### src/diskette_port_pkg.sv
package diskette_port_pkg;
    // bus decode
    localparam logic [11:0] MAIN_STATUS_OFFSET = 12'h34F;
    localparam logic SEL_STATUS = 1'b0;
    localparam logic SEL_DATA = 1'b1;
    // drive control register fields
    localparam logic [7:0] DOR_RESET = 8'h00;
    localparam int DOR_SEL_LSB = 0;
    localparam int DOR_RUN_BIT = 2;
    localparam int DOR_GATE_BIT = 3;
    localparam int DOR_MOTOR_LSB = 4;
    // main status fields
    localparam int MSR_BUSY_BIT = 4;
    localparam int MSR_NDM_BIT = 5;
    localparam int MSR_DIO_BIT = 6;
    localparam int MSR_RQM_BIT = 7;
    // timing
    localparam int CLK_PERIOD_NS = 8;
    localparam int MS_NS = 1000000;
    localparam int MS_CYCLES = MS_NS / CLK_PERIOD_NS;
    localparam int HLT_STEP_MS = 4;
    localparam int HLT_FULL_UNITS = 128;
    localparam int HUT_STEP_MS = 32;
    localparam int SRT_STEP_MS = 2;
    localparam int SRT_SPAN = 16;
    localparam int MS_W = 10;
    // command set
    localparam int NUM_COMMANDS = 15;
    localparam int STACK_DEPTH = 9;
    localparam logic [4:0] OP_READ_TRACK = 5'h02;
    localparam logic [4:0] OP_SPECIFY = 5'h03;
    localparam logic [4:0] OP_SENSE_DRIVE = 5'h04;
    localparam logic [4:0] OP_WRITE = 5'h05;
    localparam logic [4:0] OP_READ = 5'h06;
    localparam logic [4:0] OP_RECAL = 5'h07;
    localparam logic [4:0] OP_SENSE_INT = 5'h08;
    localparam logic [4:0] OP_WRITE_DEL = 5'h09;
    localparam logic [4:0] OP_READ_ID = 5'h0A;
    localparam logic [4:0] OP_READ_DEL = 5'h0C;
    localparam logic [4:0] OP_FORMAT = 5'h0D;
    localparam logic [4:0] OP_SEEK = 5'h0F;
    localparam logic [4:0] OP_SCAN_EQ = 5'h11;
    localparam logic [4:0] OP_SCAN_LE = 5'h19;
    localparam logic [4:0] OP_SCAN_HE = 5'h1D;
    localparam logic [7:0] ST0_INVALID = 8'h80;
    localparam logic [7:0] ST0_SEEK_END = 8'h20;
    typedef enum {S_CMD, S_HLOAD, S_XFER, S_SEEK, S_RESULT} ctl_state_t;
endpackage : diskette_port_pkg

### src/diskette_host_port.sv
// Overview of operation
// drive control bits 1:0 pick one of four drives, only if motor on
// drive control register is 8-bit write-only, cleared by interface reset
// controller held in reset while drive control bit 2 is zero
// bit 3 gates controller interrupt and DMA requests onto the bus
// bits 4 to 7 switch motors 0 to 3; motor off blocks selection
// command unit-select field uses the same drive encoding as bits 1:0
// address line 0 low reads main status, high reaches data stack
// main status is 8-bit read-only, readable any time without side effects
// status bits 0 to 3 set while matching drive is seeking
// status bit 4 set while a read or write command is in progress
// status bit 5 set while executing in non-DMA mode
// status bit 6 gives direction, one means controller to host
// status bit 7 set when the data register can exchange a byte
// host checks ready and direction bits before each data access
// data register is a stack presenting one byte at a time
// fifteen commands, each a multi-byte write, some with multi-byte results; sense interrupt is a single-byte write here
// each command has command, execution and result phases; here specify has command phase only, seek/recal no result, sense commands no execution
// four result status bytes readable only in the result phase
// head load delay programmable 4 to 512 ms in 4 ms steps
// head unload delay programmable 0 to 480 ms in 32 ms steps
// step interval programmable 2 to 32 ms in 2 ms steps
// scan step 1 compares contiguous sectors, 2 alternate sectors
// host writes only when ready with direction 0, reads with direction 1
`timescale 1ns/1ps
module diskette_host_port
    import diskette_port_pkg::*;
#(
    parameter int unsigned CYCLES_PER_MS = MS_CYCLES
) (
    input wire logic CORE_CLK,
    input wire logic RESETN,
    input wire logic CTL_WR_STB,
    input wire logic PORT_WR_STB,
    input wire logic PORT_RD_STB,
    input wire logic REGISTER_SELECT_LINE,
    input wire logic [7:0] IO_WDATA,
    input wire logic DMA_ACK,
    output logic [7:0] IO_RDATA,
    output logic [3:0] MOTOR_ON,
    output logic [3:0] DRIVE_SEL,
    output logic CTRL_RESET,
    output logic INT_REQ,
    output logic DMA_REQ,
    output logic HEAD_LOAD,
    output logic STEP_PULSE
);
    function automatic logic [3:0] unit_onehot(input logic [1:0] u);
        return 4'h1 << u;
    endfunction : unit_onehot

    function automatic logic [3:0] cmd_len(input logic [4:0] op);
        case (op)
            OP_READ, OP_READ_DEL, OP_WRITE, OP_WRITE_DEL,
            OP_READ_TRACK, OP_SCAN_EQ, OP_SCAN_LE, OP_SCAN_HE: return 4'h9;
            OP_FORMAT: return 4'h6;
            OP_SPECIFY, OP_SEEK: return 4'h3;
            OP_READ_ID, OP_RECAL, OP_SENSE_DRIVE: return 4'h2;
            default: return 4'h1;
        endcase
    endfunction : cmd_len

    function automatic logic is_data(input logic [4:0] op);
        return cmd_len(op) == 4'h9 || op == OP_FORMAT || op == OP_READ_ID;
    endfunction : is_data

    function automatic logic is_write(input logic [4:0] op);
        return op == OP_WRITE || op == OP_WRITE_DEL || op == OP_FORMAT;
    endfunction : is_write

    function automatic logic is_scan(input logic [4:0] op);
        return op == OP_SCAN_EQ || op == OP_SCAN_LE || op == OP_SCAN_HE;
    endfunction : is_scan

    logic [7:0] dor_q;
    logic ctl_rst;
    ctl_state_t state_q;
    logic [3:0] idx_q;
    logic [3:0] len_q;
    logic [3:0] res_len_q;
    logic [4:0] op_q;
    logic [1:0] unit_q;
    logic hd_q;
    logic nd_q;
    logic [3:0] srt_q;
    logic [3:0] hut_q;
    logic [6:0] hlt_q;
    logic [7:0] stp_q;
    logic [7:0] tgt_q;
    logic [7:0] pcn_q [4];
    logic [7:0] st0_int_q;
    logic [1:0] int_unit_q;
    logic int_pend_q;
    logic int_q;
    logic dma_q;
    logic step_q;
    logic head_q;
    logic exec_start_q;
    logic [MS_W-1:0] exec_ms_q;
    logic unload_start_q;
    logic exec_done;
    logic unload_done;
    logic [7:0] stack_rd;
    logic wr_data;
    logic rd_data;
    logic [3:0] cur_len;
    logic [4:0] cur_op;
    logic last_byte;
    logic [7:0] msr;
    logic [7:0] res_byte;
    logic [7:0] st3;

    // interface reset clears all control bits
    always_ff @(posedge CORE_CLK) begin
        if (!RESETN) begin
            dor_q <= DOR_RESET;
        end else if (CTL_WR_STB) begin
            dor_q <= IO_WDATA;
        end
    end

    assign ctl_rst = !RESETN || !dor_q[DOR_RUN_BIT];

    always_ff @(posedge CORE_CLK) begin
        if (!RESETN) begin
            MOTOR_ON <= 4'h0;
            DRIVE_SEL <= 4'h0;
            CTRL_RESET <= 1'b1;
        end else begin
            MOTOR_ON <= dor_q[DOR_MOTOR_LSB +: 4];
            DRIVE_SEL <= unit_onehot(dor_q[DOR_SEL_LSB +: 2])
                & dor_q[DOR_MOTOR_LSB +: 4];
            CTRL_RESET <= ctl_rst;
        end
    end

    assign wr_data = PORT_WR_STB && REGISTER_SELECT_LINE == SEL_DATA;
    assign rd_data = PORT_RD_STB && REGISTER_SELECT_LINE == SEL_DATA;
    assign cur_op = (idx_q == 4'h0) ? IO_WDATA[4:0] : op_q;
    assign cur_len = (idx_q == 4'h0) ? cmd_len(IO_WDATA[4:0]) : len_q;
    assign last_byte = idx_q == cur_len - 4'h1;

    // status is pure decode of state, so reading it disturbs nothing
    always_comb begin
        msr = 8'h00;
        msr[3:0] = (state_q == S_SEEK) ? unit_onehot(unit_q) : 4'h0;
        msr[MSR_BUSY_BIT] = is_data(op_q) && state_q != S_CMD
            && state_q != S_SEEK;
        msr[MSR_NDM_BIT] = state_q == S_XFER && nd_q;
        msr[MSR_DIO_BIT] = state_q == S_RESULT
            || (state_q == S_XFER && !is_write(op_q));
        msr[MSR_RQM_BIT] = state_q == S_CMD || state_q == S_RESULT
            || (state_q == S_XFER && nd_q);
    end

    assign st3 = {2'b00, 1'b1, pcn_q[unit_q] == 8'h00, 1'b0, hd_q, unit_q};

    // result bytes are reachable only through the result phase
    always_comb begin
        res_byte = ST0_INVALID;
        if (is_data(op_q)) begin
            case (idx_q)
                4'h0: res_byte = {5'h00, hd_q, unit_q};
                4'h1, 4'h2: res_byte = 8'h00;
                4'h5: res_byte = stack_rd
                    + (is_scan(op_q) ? stp_q : 8'h01);
                default: res_byte = stack_rd;
            endcase
        end else if (op_q == OP_SENSE_INT && int_pend_q) begin
            res_byte = (idx_q == 4'h0) ? st0_int_q : pcn_q[int_unit_q];
        end else if (op_q == OP_SENSE_DRIVE) begin
            res_byte = st3;
        end
    end

    param_stack #(
        .DEPTH(STACK_DEPTH),
        .W(8)
    ) u_stack (
        .clk(CORE_CLK),
        .we(wr_data && state_q == S_CMD),
        .waddr(idx_q),
        .wdata(IO_WDATA),
        .raddr(idx_q - 4'h1),
        .rdata(stack_rd)
    );

    ms_delay_timer #(
        .TICK_CYCLES(CYCLES_PER_MS),
        .MW(MS_W)
    ) u_exec_tmr (
        .clk(CORE_CLK),
        .rst_n(!ctl_rst),
        .start(exec_start_q),
        .ms(exec_ms_q),
        .done(exec_done)
    );

    ms_delay_timer #(
        .TICK_CYCLES(CYCLES_PER_MS),
        .MW(MS_W)
    ) u_unload_tmr (
        .clk(CORE_CLK),
        .rst_n(!ctl_rst),
        .start(unload_start_q),
        .ms(MS_W'(hut_q * HUT_STEP_MS)),
        .done(unload_done)
    );

    // parameter fields picked off as the command bytes arrive
    always_ff @(posedge CORE_CLK) begin
        if (ctl_rst) begin
            unit_q <= 2'b00;
            hd_q <= 1'b0;
            srt_q <= 4'h0;
            hut_q <= 4'h0;
            hlt_q <= 7'h00;
            nd_q <= 1'b0;
            stp_q <= 8'h01;
            tgt_q <= 8'h00;
        end else if (wr_data && state_q == S_CMD) begin
            if (idx_q == 4'h1 && op_q == OP_SPECIFY) begin
                srt_q <= IO_WDATA[7:4];
                hut_q <= IO_WDATA[3:0];
            end else if (idx_q == 4'h1) begin
                unit_q <= IO_WDATA[1:0];
                hd_q <= IO_WDATA[2];
            end
            if (idx_q == 4'h2 && op_q == OP_SPECIFY) begin
                hlt_q <= IO_WDATA[7:1];
                nd_q <= IO_WDATA[0];
            end
            if (idx_q == 4'h2 && op_q == OP_SEEK) begin
                tgt_q <= IO_WDATA;
            end
            if (idx_q == 4'h1 && cur_op == OP_RECAL) begin
                tgt_q <= 8'h00;
            end
            if (idx_q == 4'h8) begin
                stp_q <= IO_WDATA;
            end
        end
    end

    // command, execution and result phases
    always_ff @(posedge CORE_CLK) begin
        if (ctl_rst) begin
            state_q <= S_CMD;
            idx_q <= 4'h0;
            len_q <= 4'h1;
            res_len_q <= 4'h1;
            op_q <= 5'h00;
            exec_start_q <= 1'b0;
            exec_ms_q <= '0;
            unload_start_q <= 1'b0;
            step_q <= 1'b0;
            dma_q <= 1'b0;
            for (int i = 0; i < 4; i++) begin
                pcn_q[i] <= 8'h00;
            end
        end else begin
            exec_start_q <= 1'b0;
            unload_start_q <= 1'b0;
            step_q <= 1'b0;
            case (state_q)
                S_CMD: begin
                    if (wr_data) begin
                        if (idx_q == 4'h0) begin
                            op_q <= IO_WDATA[4:0];
                            len_q <= cmd_len(IO_WDATA[4:0]);
                        end
                        idx_q <= last_byte ? 4'h0 : idx_q + 4'h1;
                        if (last_byte) begin
                            if (is_data(cur_op)) begin
                                state_q <= S_HLOAD;
                                res_len_q <= 4'h7;
                                exec_start_q <= 1'b1;
                                exec_ms_q <= MS_W'(((hlt_q == 7'h00)
                                    ? HLT_FULL_UNITS : int'(hlt_q))
                                    * HLT_STEP_MS);
                            end else if (cur_op == OP_SEEK
                                    || cur_op == OP_RECAL) begin
                                state_q <= S_SEEK;
                                exec_start_q <= 1'b1;
                                exec_ms_q <= MS_W'((SRT_SPAN - int'(srt_q))
                                    * SRT_STEP_MS);
                            end else if (cur_op == OP_SPECIFY) begin
                                state_q <= S_CMD;
                            end else begin
                                state_q <= S_RESULT;
                                res_len_q <= (cur_op == OP_SENSE_INT
                                    && int_pend_q) ? 4'h2 : 4'h1;
                            end
                        end
                    end
                end
                S_HLOAD: begin
                    if (exec_done) begin
                        state_q <= S_XFER;
                        dma_q <= !nd_q;
                    end
                end
                S_XFER: begin
                    if ((nd_q && (is_write(op_q) ? wr_data : rd_data))
                            || (!nd_q && DMA_ACK)) begin
                        state_q <= S_RESULT;
                        dma_q <= 1'b0;
                        unload_start_q <= 1'b1;
                    end
                end
                S_SEEK: begin
                    if (pcn_q[unit_q] == tgt_q) begin
                        state_q <= S_CMD;
                    end else if (exec_done) begin
                        pcn_q[unit_q] <= (pcn_q[unit_q] < tgt_q)
                            ? pcn_q[unit_q] + 8'h01
                            : pcn_q[unit_q] - 8'h01;
                        step_q <= 1'b1;
                        exec_start_q <= 1'b1;
                    end
                end
                S_RESULT: begin
                    if (rd_data) begin
                        idx_q <= (idx_q == res_len_q - 4'h1)
                            ? 4'h0 : idx_q + 4'h1;
                        if (idx_q == res_len_q - 4'h1) begin
                            state_q <= S_CMD;
                        end
                    end
                end
                default: state_q <= S_CMD;
            endcase
        end
    end

    // seek completion is held for the sense interrupt command
    always_ff @(posedge CORE_CLK) begin
        if (ctl_rst) begin
            int_pend_q <= 1'b0;
            st0_int_q <= 8'h00;
            int_unit_q <= 2'b00;
        end else if (state_q == S_SEEK && pcn_q[unit_q] == tgt_q) begin
            int_pend_q <= 1'b1;
            st0_int_q <= ST0_SEEK_END | {6'h00, unit_q};
            int_unit_q <= unit_q;
        end else if (state_q == S_RESULT && op_q == OP_SENSE_INT
                && rd_data && idx_q == res_len_q - 4'h1) begin
            int_pend_q <= 1'b0;
        end
    end

    // a new completion in the clearing cycle keeps the request up
    always_ff @(posedge CORE_CLK) begin
        if (ctl_rst) begin
            int_q <= 1'b0;
        end else if ((state_q == S_XFER && unload_start_q == 1'b0
                && ((nd_q && (is_write(op_q) ? wr_data : rd_data))
                || (!nd_q && DMA_ACK)))
                || (state_q == S_SEEK && pcn_q[unit_q] == tgt_q)) begin
            int_q <= 1'b1;
        end else if (state_q == S_RESULT && rd_data) begin
            int_q <= 1'b0;
        end
    end

    always_ff @(posedge CORE_CLK) begin
        if (ctl_rst) begin
            head_q <= 1'b0;
        end else if (state_q == S_HLOAD) begin
            head_q <= 1'b1;
        end else if (unload_done) begin
            head_q <= 1'b0;
        end
    end

    always_ff @(posedge CORE_CLK) begin
        if (!RESETN) begin
            INT_REQ <= 1'b0;
            DMA_REQ <= 1'b0;
            HEAD_LOAD <= 1'b0;
            STEP_PULSE <= 1'b0;
            IO_RDATA <= 8'h00;
        end else begin
            INT_REQ <= int_q && dor_q[DOR_GATE_BIT];
            DMA_REQ <= dma_q && dor_q[DOR_GATE_BIT];
            HEAD_LOAD <= head_q;
            STEP_PULSE <= step_q;
            if (PORT_RD_STB) begin
                IO_RDATA <= (REGISTER_SELECT_LINE == SEL_STATUS) ? msr
                    : (state_q == S_RESULT ? res_byte : 8'h00);
            end
        end
    end
endmodule : diskette_host_port

### src/ms_delay_timer.sv
`timescale 1ns/1ps
module ms_delay_timer #(
    parameter int unsigned TICK_CYCLES = 125000,
    parameter int MW = 10
) (
    input wire logic clk,
    input wire logic rst_n,
    input wire logic start,
    input wire logic [MW-1:0] ms,
    output logic done
);
    localparam int PW = $clog2(TICK_CYCLES);
    logic [PW-1:0] pre_q;
    logic [MW-1:0] left_q;
    logic run_q;

    // a fresh start drops any delay still running
    always_ff @(posedge clk) begin
        if (!rst_n) begin
            pre_q <= '0;
            left_q <= '0;
            run_q <= 1'b0;
            done <= 1'b0;
        end else if (start) begin
            pre_q <= '0;
            left_q <= ms;
            run_q <= 1'b1;
            done <= 1'b0;
        end else if (run_q && left_q == '0) begin
            run_q <= 1'b0;
            done <= 1'b1;
        end else if (run_q) begin
            done <= 1'b0;
            if (pre_q == PW'(TICK_CYCLES - 1)) begin
                pre_q <= '0;
                left_q <= left_q - 1'b1;
            end else begin
                pre_q <= pre_q + 1'b1;
            end
        end else begin
            done <= 1'b0;
        end
    end
endmodule : ms_delay_timer

### src/param_stack.sv
`timescale 1ns/1ps
module param_stack #(
    parameter int DEPTH = 9,
    parameter int W = 8
) (
    input wire logic clk,
    input wire logic we,
    input wire logic [3:0] waddr,
    input wire logic [W-1:0] wdata,
    input wire logic [3:0] raddr,
    output logic [W-1:0] rdata
);
    logic [W-1:0] mem [DEPTH];

    // no reset: contents only matter once a command has filled them
    always_ff @(posedge clk) begin
        if (we && int'(waddr) < DEPTH) begin
            mem[waddr] <= wdata;
        end
    end

    always_ff @(posedge clk) begin
        rdata <= (int'(raddr) < DEPTH) ? mem[raddr] : '0;
    end
endmodule : param_stack

### config.mk
export PLATFORM = sky130hd
export DESIGN_NAME = diskette_host_port
export DESIGN_NICKNAME = d
export VERILOG_FILES = /design/src/diskette_port_pkg.sv /design/src/diskette_host_port.sv /design/src/ms_delay_timer.sv /design/src/param_stack.sv
export SDC_FILE = /design/constraint.sdc
export NUM_CORES = 1
export LEC_CHECK = 0
export CAP_MARGIN = 25
export CORE_MARGIN = 2
export CORE_UTILIZATION = 50
export CTS_CLUSTER_DIAMETER = 30
export CTS_CLUSTER_SIZE = 12
export DETAILED_ROUTE_END_ITERATION = 7
export DONT_BUFFER_PORTS = 1
export SLEW_MARGIN = 10
export SYNTH_ARGS = -nofsm -noshare
export SYNTH_HDL_FRONTEND = slang
export SYNTH_SLANG_ARGS = --single-unit
export TNS_END_PERCENT = 10
### constraint.sdc
create_clock -name CORE_CLK -period 5.57 [get_ports CORE_CLK]
set_input_delay 0.8355 -clock CORE_CLK [delete_from_list [all_inputs] [get_ports CORE_CLK]]
set_output_delay 0.8355 -clock CORE_CLK [all_outputs]
set_load 0.005 [all_outputs]
==> run metrics, run 1 <==
Synth warnings 0; IO buf count 0; Worst VDD drop 0.230 mV; top_reg_cell synth dfxtp_1; Area after DPL 14,000 µm²; maximum fanout along the worst path 8; setup violators final 0; all-layer global routing usage 23.6%; initial cell density of the core 51.0%; Final Hold Vio Count 0; Critical Path Sink Type flip-flop; filler cell count 2,274; number of synthesized flops with an enable pin 104; register area share after synthesis 48.3%; FMAX 214 MHz; max-cap viol count 0; clock buffer depth 3; remaining global-route overflow 0; placed instance count 1,629; setup_tns 0 ps; Seq cells post-synth 280; Mapped Area 13,800 µm²; post-synthesis to final-layout area growth 16.9%; post_cts resized 0; CTS Root Buffer Type clkbuf_16; crit path DAT 4930 ps; antenna violation net count after detailed routing 0; storage element area 6650 µm²; num ports 36; clk sinks 280; clock-pin slew on the worst setup and hold paths 50 ps; CTS tree yes; Tot Pwr 5.88 mW; drt initial violations 717; Finished Layout Cells 1,743; via count 10,003; Detailed Route WL 33.0 mm; multi-input logic area 6590 µm²; DP Worst Slack 900 ps; Setup Buffers After CTS 0; diode count 0; pin count of the biggest net entering global routing 80; Layout Skew 17.8 ps; post-synthesis cell count 1,344; PD cells 366 nW/µm²; initial antenna violation count 0; final hold slack 403 ps; final non-filler cell area 16,100 µm²; CTS H-Tree Depth 3; layout cells sized above 1 12.5%; largest cells by area after synthesis dfxtp_1 26%, edfxtp_1 23%, mux4_2 5.2%; worst slew pin tran 958 ps; top cell type's share of synthesized area 25.6%; worst setup margin 899 ps; end-of-flow core utilization 59.6%; WL/cell 18.9 µm; Crit Path Class reg -> reg; DRT Pass-1 Iters 5; Final Cycle Share 83.9%; first-pass GRT wire length 53.6 mm; Pins Over Slew Limit 0; # hold bufs at CTS 0; DRC 0; largest area contributor in the netlist dfxtp_1; die height 170 µm; CTS buffer count 66; nets 1,420; Critical Path Start Type flip-flop; Rows 60; chip width 170 µm; RSZ-0062 raised after global routing no; clk_lat worst skew 530 ps; CORE AREA 27,000 µm²; estimated wirelength of the detail-placed design 22.0 mm; Lkg Pwr 5.82 nW; min cycle time layout 4670 ps; number of global-route vias before repair 9,868; Vias per Instance 5.74; die area 28,900 µm²; Netlist cell types 82; Hold Path Class in -> reg; Synth async-reset ratio 0%; Syn Nets 1,408; Mean Syn Cell Area 10.2 µm²; outcome finished clean; Max transition margin 35.9%; Worst EP required 5830 ps; GP Congestion 0.876
[area by class of cell]
cell class	count	share of cell area (%)
sequential	280	41.4
tap	341	2.65
clock buffer	82	11.0
clock inverter	32	1.95
timing repair buffer	13	0.592
inverter	63	1.47
multi-input combinational	932	41.0
[power breakdown]
group / total (mW) / leakage (nW) / internal [mW] / switching (mW)
sequential: 2.16 / 2.45 / 2.15 / 0.0127
clock: 3.53 / 1.00 / 2.41 / 1.12
combinational: 0.189 / 2.36 / 0.0743 / 0.115
total: 5.88 / 5.82 / 4.63 / 1.24
[logic make-up after synthesis]
family,after synthesis,share of synthesized area (%)
AOI/OAI and AO/OA,211,10.4
DFF,280,48.3
buffers and inverters,132,3.75
and+or+nand+nor,509,18.7
adders and majority gates,49,4.57
muxes,104,10.5
xor gates and xnor gates,59,3.76
[worst max-delay path: stages (launching register included)]
cell and delay [ps]:
dfxtp_1 660, mux4_2 640, ha_1 320, nor2b_1 140
o21a_1 160, o21ai_0 240, a21oi_1 130, a21o_1 190
a21oi_1 230, inv_1 170, ha_1 340, nor2b_1 140
o21ai_0 220, a21oi_1 120, o21a_1 180, or3_1 300
nand3_1 160, nor2_1 70
[cells in the final DEF (no fill, tap or decap), types with 39 or more instances in the layout]
master / instances
mux2i_1: 68
clkbuf_16: 66
inv_1: 60
edfxtp_1: 104
o21ai_0: 52
ha_1: 47
nand2_1: 80
a21oi_1: 55
nand3_1: 48
nor3_1: 39
dfxtp_1: 176
nor2_1: 171
[cells in the mapped netlist, drive strengths merged (16+ instances only)]
master and count:
dfxtp 176, nor2 173, edfxtp 104, nand2 80
mux2i 69, inv 61, a21oi 55, o21ai 54
clkbuf 51, nand3 48, ha 47, nor3 39
xor2 36, mux4 32, nor2b 27, xnor2 23
nand2b 21, and2 20, buf 18, nor4 16
[metal layers]
| metal | track usage (%) | vias up | share of wire (%) |
|---|---|---|---|
| met4 | 6.24 | 0 | 1.6 |
| li1 | - | 4888 | - |
| met3 | 3.79 | 45 | 4.9 |
| met1 | 33.3 | 4814 | 47 |
| met5 | 0 | - | 0 |
| met2 | 38.1 | 256 | 47 |
[path summary, 6_finish.rpt]
check / start / to / slack, ps / depth (start not counted)
setup reg to reg: flip-flop / pcn_q[1][6] / 900 / 17
setup / recovery: flip-flop / pcn_q[1][6] / 900 / 17
hold / removal: IO_WDATA[4] / u_stack.mem[0][4] / 400 / 0
hold reg to reg: step_q / STEP_PULSE / 430 / 1
[state kept, by name, indices dropped and copies added, names as in the netlist, 5 cells and up, named ones only]
signal	flops
u_stack.mem	72
pcn_q	32
u_exec_tmr.pre_q	17
u_unload_tmr.pre_q	17
u_exec_tmr.left_q	10
u_unload_tmr.left_q	10
exec_ms_q	9
IO_RDATA	8
dor_q	8
stp_q	8
tgt_q	8
u_stack.rdata	8
hlt_q	7
op_q	5
Power figures use the tool's default switching activity.
==> inputs of run 2 (changes only) <==
--- a/config.mk
+++ b/config.mk
@@ -12,6 +12,7 @@
 export CTS_CLUSTER_SIZE = 12
 export DETAILED_ROUTE_END_ITERATION = 7
 export DONT_BUFFER_PORTS = 1
+export PLACE_DENSITY = 0.68
 export SLEW_MARGIN = 10
 export SYNTH_ARGS = -nofsm -noshare
 export SYNTH_HDL_FRONTEND = slang
==> constraint.sdc (replaced) <==
create_clock -name CORE_CLK -period 3.74 [get_ports CORE_CLK]
set_input_delay 0.561 -clock CORE_CLK [delete_from_list [all_inputs] [get_ports CORE_CLK]]
set_output_delay 0.561 -clock CORE_CLK [all_outputs]
set_load 0.005 [all_outputs]
==> run 2 against run 1 <==
Against the previous run:
- the run now ends with negative setup slack left
- sequential power rose by 49%
- power is 48% higher
- sequential share of layout area fell by 1.1 points
- count of clock-buffer cells in the layout decreased by 7
- via count rose by 4.2%
- non-clock buffer count grew 48
- critical path depth did not move
- combinational power rose by 88%
- register-to-register slack worse by 910 ps
- critical endpoint is now pcn_q[1][7]
- largest power group unchanged
- highest routed layer unchanged
==> run metrics, run 2 (synthesis gave the netlist of run 1 again) <==
outcome finished with violations; failing checks negative setup slack; critical path's top delay family compound AO/OA/AOI/OAI gates; DP Worst Slack -186 ps (-1090 ps); die height 170 µm (unchanged); clk sinks 280 (unchanged); antenna violation net count after detailed routing 0 (unchanged); min cycle time layout 3750 ps (-919 ps); worst setup margin -11.6 ps (-911 ps); Critical Path Start Type flip-flop; final non-filler cell area 16,500 µm² (+2.7%); DRC 0 (unchanged); CP dominant cell by count a21oi_2; clock-pin slew on the worst setup and hold paths 50 ps (about the same); logic gate share of total power 4.1% (+0.9 points); chip width 170 µm (unchanged); Psw 1.86 mW (+49%); layout cells sized above 1 16.7% (+4.2 points); initial antenna violation count 1 (+1); CP peak stage delay 550 ps (-110 ps); Critical Path, Cell by Cell buf_6 > mux4_2 > ha_4 > or3_4 > o21ai_2 > a21oi_2 > a21o_1 > a21oi_2 > inv_2 > ha_4 > a21oi_2 > nor2b_2 > o41a_1 > a31oi_1 > xor2_1 > buf_4 > nor3_1; Area after DPL 14,400 µm² (+2.6%); post-synthesis to final-layout area growth 20.0%; most flop-heavy register u_stack.mem; maximum fanout along the worst path 5 (-3); CTS buffer count 57 (-14%); Detailed Route WL 33.5 mm (+1.5%); Clock Power Share 59.0% (-1.0 points); pin count of the biggest net entering global routing 39 (-51%); Max transition margin 36.7% (+0.75 points); # hold bufs at CTS 0 (unchanged); remaining global-route overflow 0 (unchanged); CTS H-Tree Depth 2 (-1); fraction of power consumed by sequential logic 37.0% (+0.2 points); PD cells 527 nW/µm² (+44%); Finished Layout Cells 1,783 (+2.3%); setup violators final 4 (+4); Crit Path Class reg -> reg; Worst EP required 4030 ps (-1800 ps); num ports 36 (unchanged); clock buffer depth 3 (unchanged); FMAX 267 MHz (+25%); CTS Root Buffer Type clkbuf_16; Tot Pwr 8.69 mW (+48%); die area 28,900 µm² (unchanged); WL/cell 18.8 µm (-0.79%); drt initial violations 960 (+34%); switch share 21.4% (+0.20 points); commonest cells after routing, fill and taps aside 175 x dfxtp_1, 171 x nor2_1, 104 x edfxtp_1; internal power component 6.83 mW (+48%); crit path DAT 4040 ps (-890 ps); CORE AREA 27,000 µm² (unchanged); max-cap viol count 0 (unchanged); initial cell density of the core 51.0% (unchanged); clk_lat worst skew 560 ps (+30 ps); Crit-path slowest cell mux4_2; estimated wirelength of the detail-placed design 22.0 mm (+0.39%); Rows 60 (unchanged); DRT Pass-1 Iters 6 (+1); Lkg Pwr 6.05 nW (+3.9%); first-pass GRT wire length 53.2 mm (-0.87%); via count 10,426 (+4.2%); Worst VDD drop 0.332 mV (+45%); CTS tree yes; IO buf count 0 (unchanged); Final Hold Vio Count 0 (unchanged); Final Cycle Share 100% (+16 points); Hold Path Class in -> reg; Top Registers u_stack.mem: 72 flops, pcn_q: 32 flops; most common cell after layout, fill and taps aside dfxtp_1; nets 1,459 (+2.7%); worst slew pin tran 946 ps (-11.2 ps); Layout Skew 24.5 ps (+6.69 ps); Pins Over Slew Limit 0 (unchanged); number of global-route vias before repair 10,076 (+2.1%); filler cell count 2,199 (-3.3%); all-layer global routing usage 23.3% (-0.31 points); Vias per Instance 5.85 (+1.9%); Critical Path Sink Type flip-flop; placed instance count 1,674 (+2.8%); CP Buf/Inv Count 3 (+2); final hold slack 98.9 ps (-304 ps); max FFs per register 72 (unchanged); RSZ-0062 raised after global routing yes; GP Congestion 0.889 (+1.5%)
==> run 2: per-stage QoR <==
stage / util (%) / TNS [ps]
3_3_place_gp: 53.3 / -874
5_1_grt: 61.2 / -1320
3_5_place_dp: 53.3 / -1520
4_1_cts: 61.1 / -108
6_report: 61.2 / -25.7
2_1_floorplan: - / -137
==> run 2: worst reg2reg max path, stage by stage, from the launching register on <==
cell and delay (ps):
dfxtp_2 330, buf_6 130, mux4_2 550, ha_4 240, or3_4 360, o21ai_2 80
a21oi_2 60, a21o_1 170, a21oi_2 150, inv_2 90, ha_4 220, a21oi_2 160
nor2b_2 70, o41a_1 320, a31oi_1 190, xor2_1 160, buf_4 140, nor3_1 40
==> run 2: power groups by stage <==
stage	clock network (mW)	logic (mW)	registers (mW)
5_1_grt	5.35	0.384	3.21
2_1_floorplan	0	0.238	3.26
4_1_cts	5.19	0.336	3.21
6_report	5.12	0.356	3.21
3_3_place_gp	0	0.309	3.27
3_5_place_dp	0	0.316	3.27
==> run 2: cell type report <==
| type | count | area, µm² | share of cell area [%] |
|---|---|---|---|
| antenna | 1 | 2.50 | 0.0152 |
| clock buffer | 75 | 1630 | 9.86 |
| clock inverter | 30 | 367 | 2.22 |
| inverter | 63 | 236 | 1.43 |
| multi-input combinational | 932 | 6730 | 40.8 |
| sequential | 280 | 6650 | 40.3 |
| tap | 341 | 427 | 2.58 |
| timing repair buffer | 61 | 465 | 2.82 |
==> run 2: worst paths after layout <==
kind | startpoint | to | slack, ps | depth (start not counted)
setup / recovery | flip-flop | pcn_q[1][7] | -10 | 17
hold / removal | IO_WDATA[1] | u_stack.mem[4][1] | 100 | 0
setup reg to reg | flip-flop | pcn_q[1][7] | -10 | 17
hold reg to reg | step_q | STEP_PULSE | 440 | 1
==> run 2: repair_timing <==
| action | in CTS | in global routing |
|---|---|---|
| buffers inserted | 3 | 0 |
| cloned | 0 | 0 |
| hold endpoints to repair | 0 | 0 |
| setup endpoints to repair | 12 | 21 |
| resized for setup | 12 | 13 |
| pin swaps | 5 | 6 |
==> run 2: routing by layer <==
metal,track usage (%),part of all wire (%),vias to the layer above
met3,5.12,6.6,89
met2,36.6,45,339
met5,0,0,-
li1,-,-,4972
met1,31.1,45,5026
met4,10.3,3.6,0
==> inputs of run 3 (changes only) <==
--- a/config.mk
+++ b/config.mk
@@ -13,6 +13,7 @@
 export DETAILED_ROUTE_END_ITERATION = 7
 export DONT_BUFFER_PORTS = 1
 export PLACE_DENSITY = 0.68
+export RECOVER_POWER = 100
 export SLEW_MARGIN = 10
 export SYNTH_ARGS = -nofsm -noshare
 export SYNTH_HDL_FRONTEND = slang
==> run 3 against run 2 <==
Against the previous run:
- register-to-register slack is essentially flat
- power is essentially flat
- flip-flop and latch count is the same
- the run ends with max-capacitance violations, max-slew violations, negative setup slack left
- final area shrank 0.49%
- critical endpoint unchanged
- clock power is essentially flat
- count of clock-buffer cells in the layout is the same
- maximum frequency grew 0.13%
- critical path type unchanged
- sequential power is essentially flat
- largest cell class unchanged
- critical path depth is the same
- via count is essentially flat
- non-clock buffer count is the same
- worst hold slack gained 0.67 ps
==> run metrics, run 3 (synthesis gave the netlist of run 1 again) <==
most flop-heavy register u_stack.mem; Vias per Instance 5.84 (about the same); crit path DAT 4030 ps (about the same); remaining global-route overflow 0 (unchanged); CORE AREA 27,000 µm² (unchanged); GP Congestion 0.889 (unchanged); Critical Path Sink Type flip-flop; estimated wirelength of the detail-placed design 22.0 mm (unchanged); Max transition margin -17.8% (-54 points); clk_lat worst skew 560 ps (about the same); initial cell density of the core 51.0% (unchanged); DRC 0 (unchanged); die height 170 µm (unchanged); Layout Skew 24.4 ps (-0.0671 ps); Pins Over Slew Limit 66 (+66); min cycle time layout 3750 ps (-4.83 ps); Top Registers u_stack.mem: 72 flops, pcn_q: 32 flops; number of global-route vias before repair 10,076 (unchanged); clock buffer depth 3 (unchanged); Lkg Pwr 5.98 nW (-1.0%); FMAX 267 MHz (+0.13%); outcome finished with violations; end-of-flow core utilization 60.9% (-0.30 points); drt initial violations 869 (-9.5%); Crit Path Class reg -> reg; Area after DPL 14,400 µm² (unchanged); max-cap viol count 2 (+2); Detailed Route WL 33.5 mm (+0.13%); first-pass GRT wire length 53.2 mm (unchanged); max FFs per register 72 (unchanged); die area 28,900 µm² (unchanged); CTS tree yes; layout cells sized above 1 15.1% (-1.6 points); initial antenna violation count 1 (unchanged); Worst VDD drop 0.332 mV (about the same); Hold Path Class in -> reg; antenna violation net count after detailed routing 0 (unchanged); CTS buffer count 57 (unchanged); IO buf count 0 (unchanged); via count 10,420 (-0.058%); CTS H-Tree Depth 2 (unchanged); WL/cell 18.8 µm (+0.13%); final non-filler cell area 16,400 µm² (-0.49%); CTS Root Buffer Type clkbuf_16; PD cells 529 nW/µm² (+0.46%); Critical Path Start Type flip-flop; nets 1,459 (unchanged); maximum fanout along the worst path 5 (unchanged); Worst EP required 4030 ps (about the same); num ports 36 (unchanged); all-layer global routing usage 23.3% (unchanged); Final Cycle Share 100% (-0.13 points); Final Hold Vio Count 0 (unchanged); filler cell count 2,223 (+1.1%); RSZ-0062 raised after global routing yes; clock-pin slew on the worst setup and hold paths 60 ps (about the same); commonest cells after routing, fill and taps aside 175 x dfxtp_1, 172 x nor2_1, 104 x edfxtp_1; clk sinks 280 (unchanged); most common cell after layout, fill and taps aside dfxtp_1; post-synthesis to final-layout area growth 19.4%; setup violators final 2 (-2); failing checks max-capacitance violations, max-slew violations, negative setup slack; worst slew pin tran 1770 ps (+821 ps); DRT Pass-1 Iters 7 (+1); pin count of the biggest net entering global routing 39 (unchanged); worst setup margin -6.72 ps (+4.83 ps); Tot Pwr 8.69 mW (about the same); Rows 60 (unchanged); chip width 170 µm (unchanged)
run 3: routing by layer:
layer  vias up  part of all wire [%]  GRT usage (%)  routed length (µm)
li1       4976                     -              -                   -
met1      5024                    44           31.1               14900
met2       338                    45           36.6               15100
met3        82                   7.2           5.12                2430
met4         0                   3.5           10.3                1160
met5         -                     0              0                   0
run 3: critical path, stage by stage, from the launching register on:
cell     delay (ps)
dfxtp_2         330
buf_6           130
mux4_2          550
ha_4            240
or3_4           360
o21ai_2          80
a21oi_2          60
a21o_1          170
a21oi_2         150
inv_2            90
ha_4            220
a21oi_2         160
nor2b_2          70
o41a_1          320
a31oi_1         190
xor2_1          160
buf_4           140
nor3_1           40
run 3: final timing paths:
| kind | start | end | slack [ps] | depth (start not counted) |
|---|---|---|---|---|
| worst max-delay path | flip-flop | pcn_q[1][7] | -7 | 17 |
| worst min-delay path | IO_WDATA[5] | u_stack.mem[7][5] | 100 | 0 |
| worst max register to register | flip-flop | pcn_q[1][7] | -7 | 17 |
| worst min register to register | step_q | STEP_PULSE | 440 | 1 |
run 3: final cells by class:
| type | instances | area (µm²) | share of cell area, % |
|---|---|---|---|
| clock buffers | 75 | 1630 | 9.91 |
| diodes | 1 | 2.50 | 0.0152 |
| clock inverters | 30 | 367 | 2.23 |
| repair buffers | 61 | 413 | 2.51 |
| well taps | 341 | 427 | 2.60 |
| inverters | 63 | 236 | 1.44 |
| multi-input cells | 932 | 6710 | 40.8 |
| flip-flops and latches | 280 | 6650 | 40.5 |
run 3: power breakdown:
part	internal, mW	switching [mW]	leakage, nW
registers	3.19	0.0179	2.45
logic	0.155	0.195	2.56
clock network	3.48	1.65	0.972
total	6.83	1.86	5.98
run 3: repair_timing:
action / 4_1_cts / 5_1_grt
setup endpoints to repair: 12 / 21
pin swaps: 5 / 6
gates resized for setup: 12 / 13
hold buffers: 0 / 0
setup buffers: 3 / 0
run 3: through the flow:
step	hold WS, ps	instances	TNS, ps	setup slack [ps]
after floorplan	412	1344	-137	-36.5
after global placement	420	1674	-874	-123
after detailed placement	432	1674	-1520	-186
after CTS	87.0	1782	-108	-43.9
after global routing	82.2	1783	-2100	-176
final	99.6	1783	-8.22	-6.72
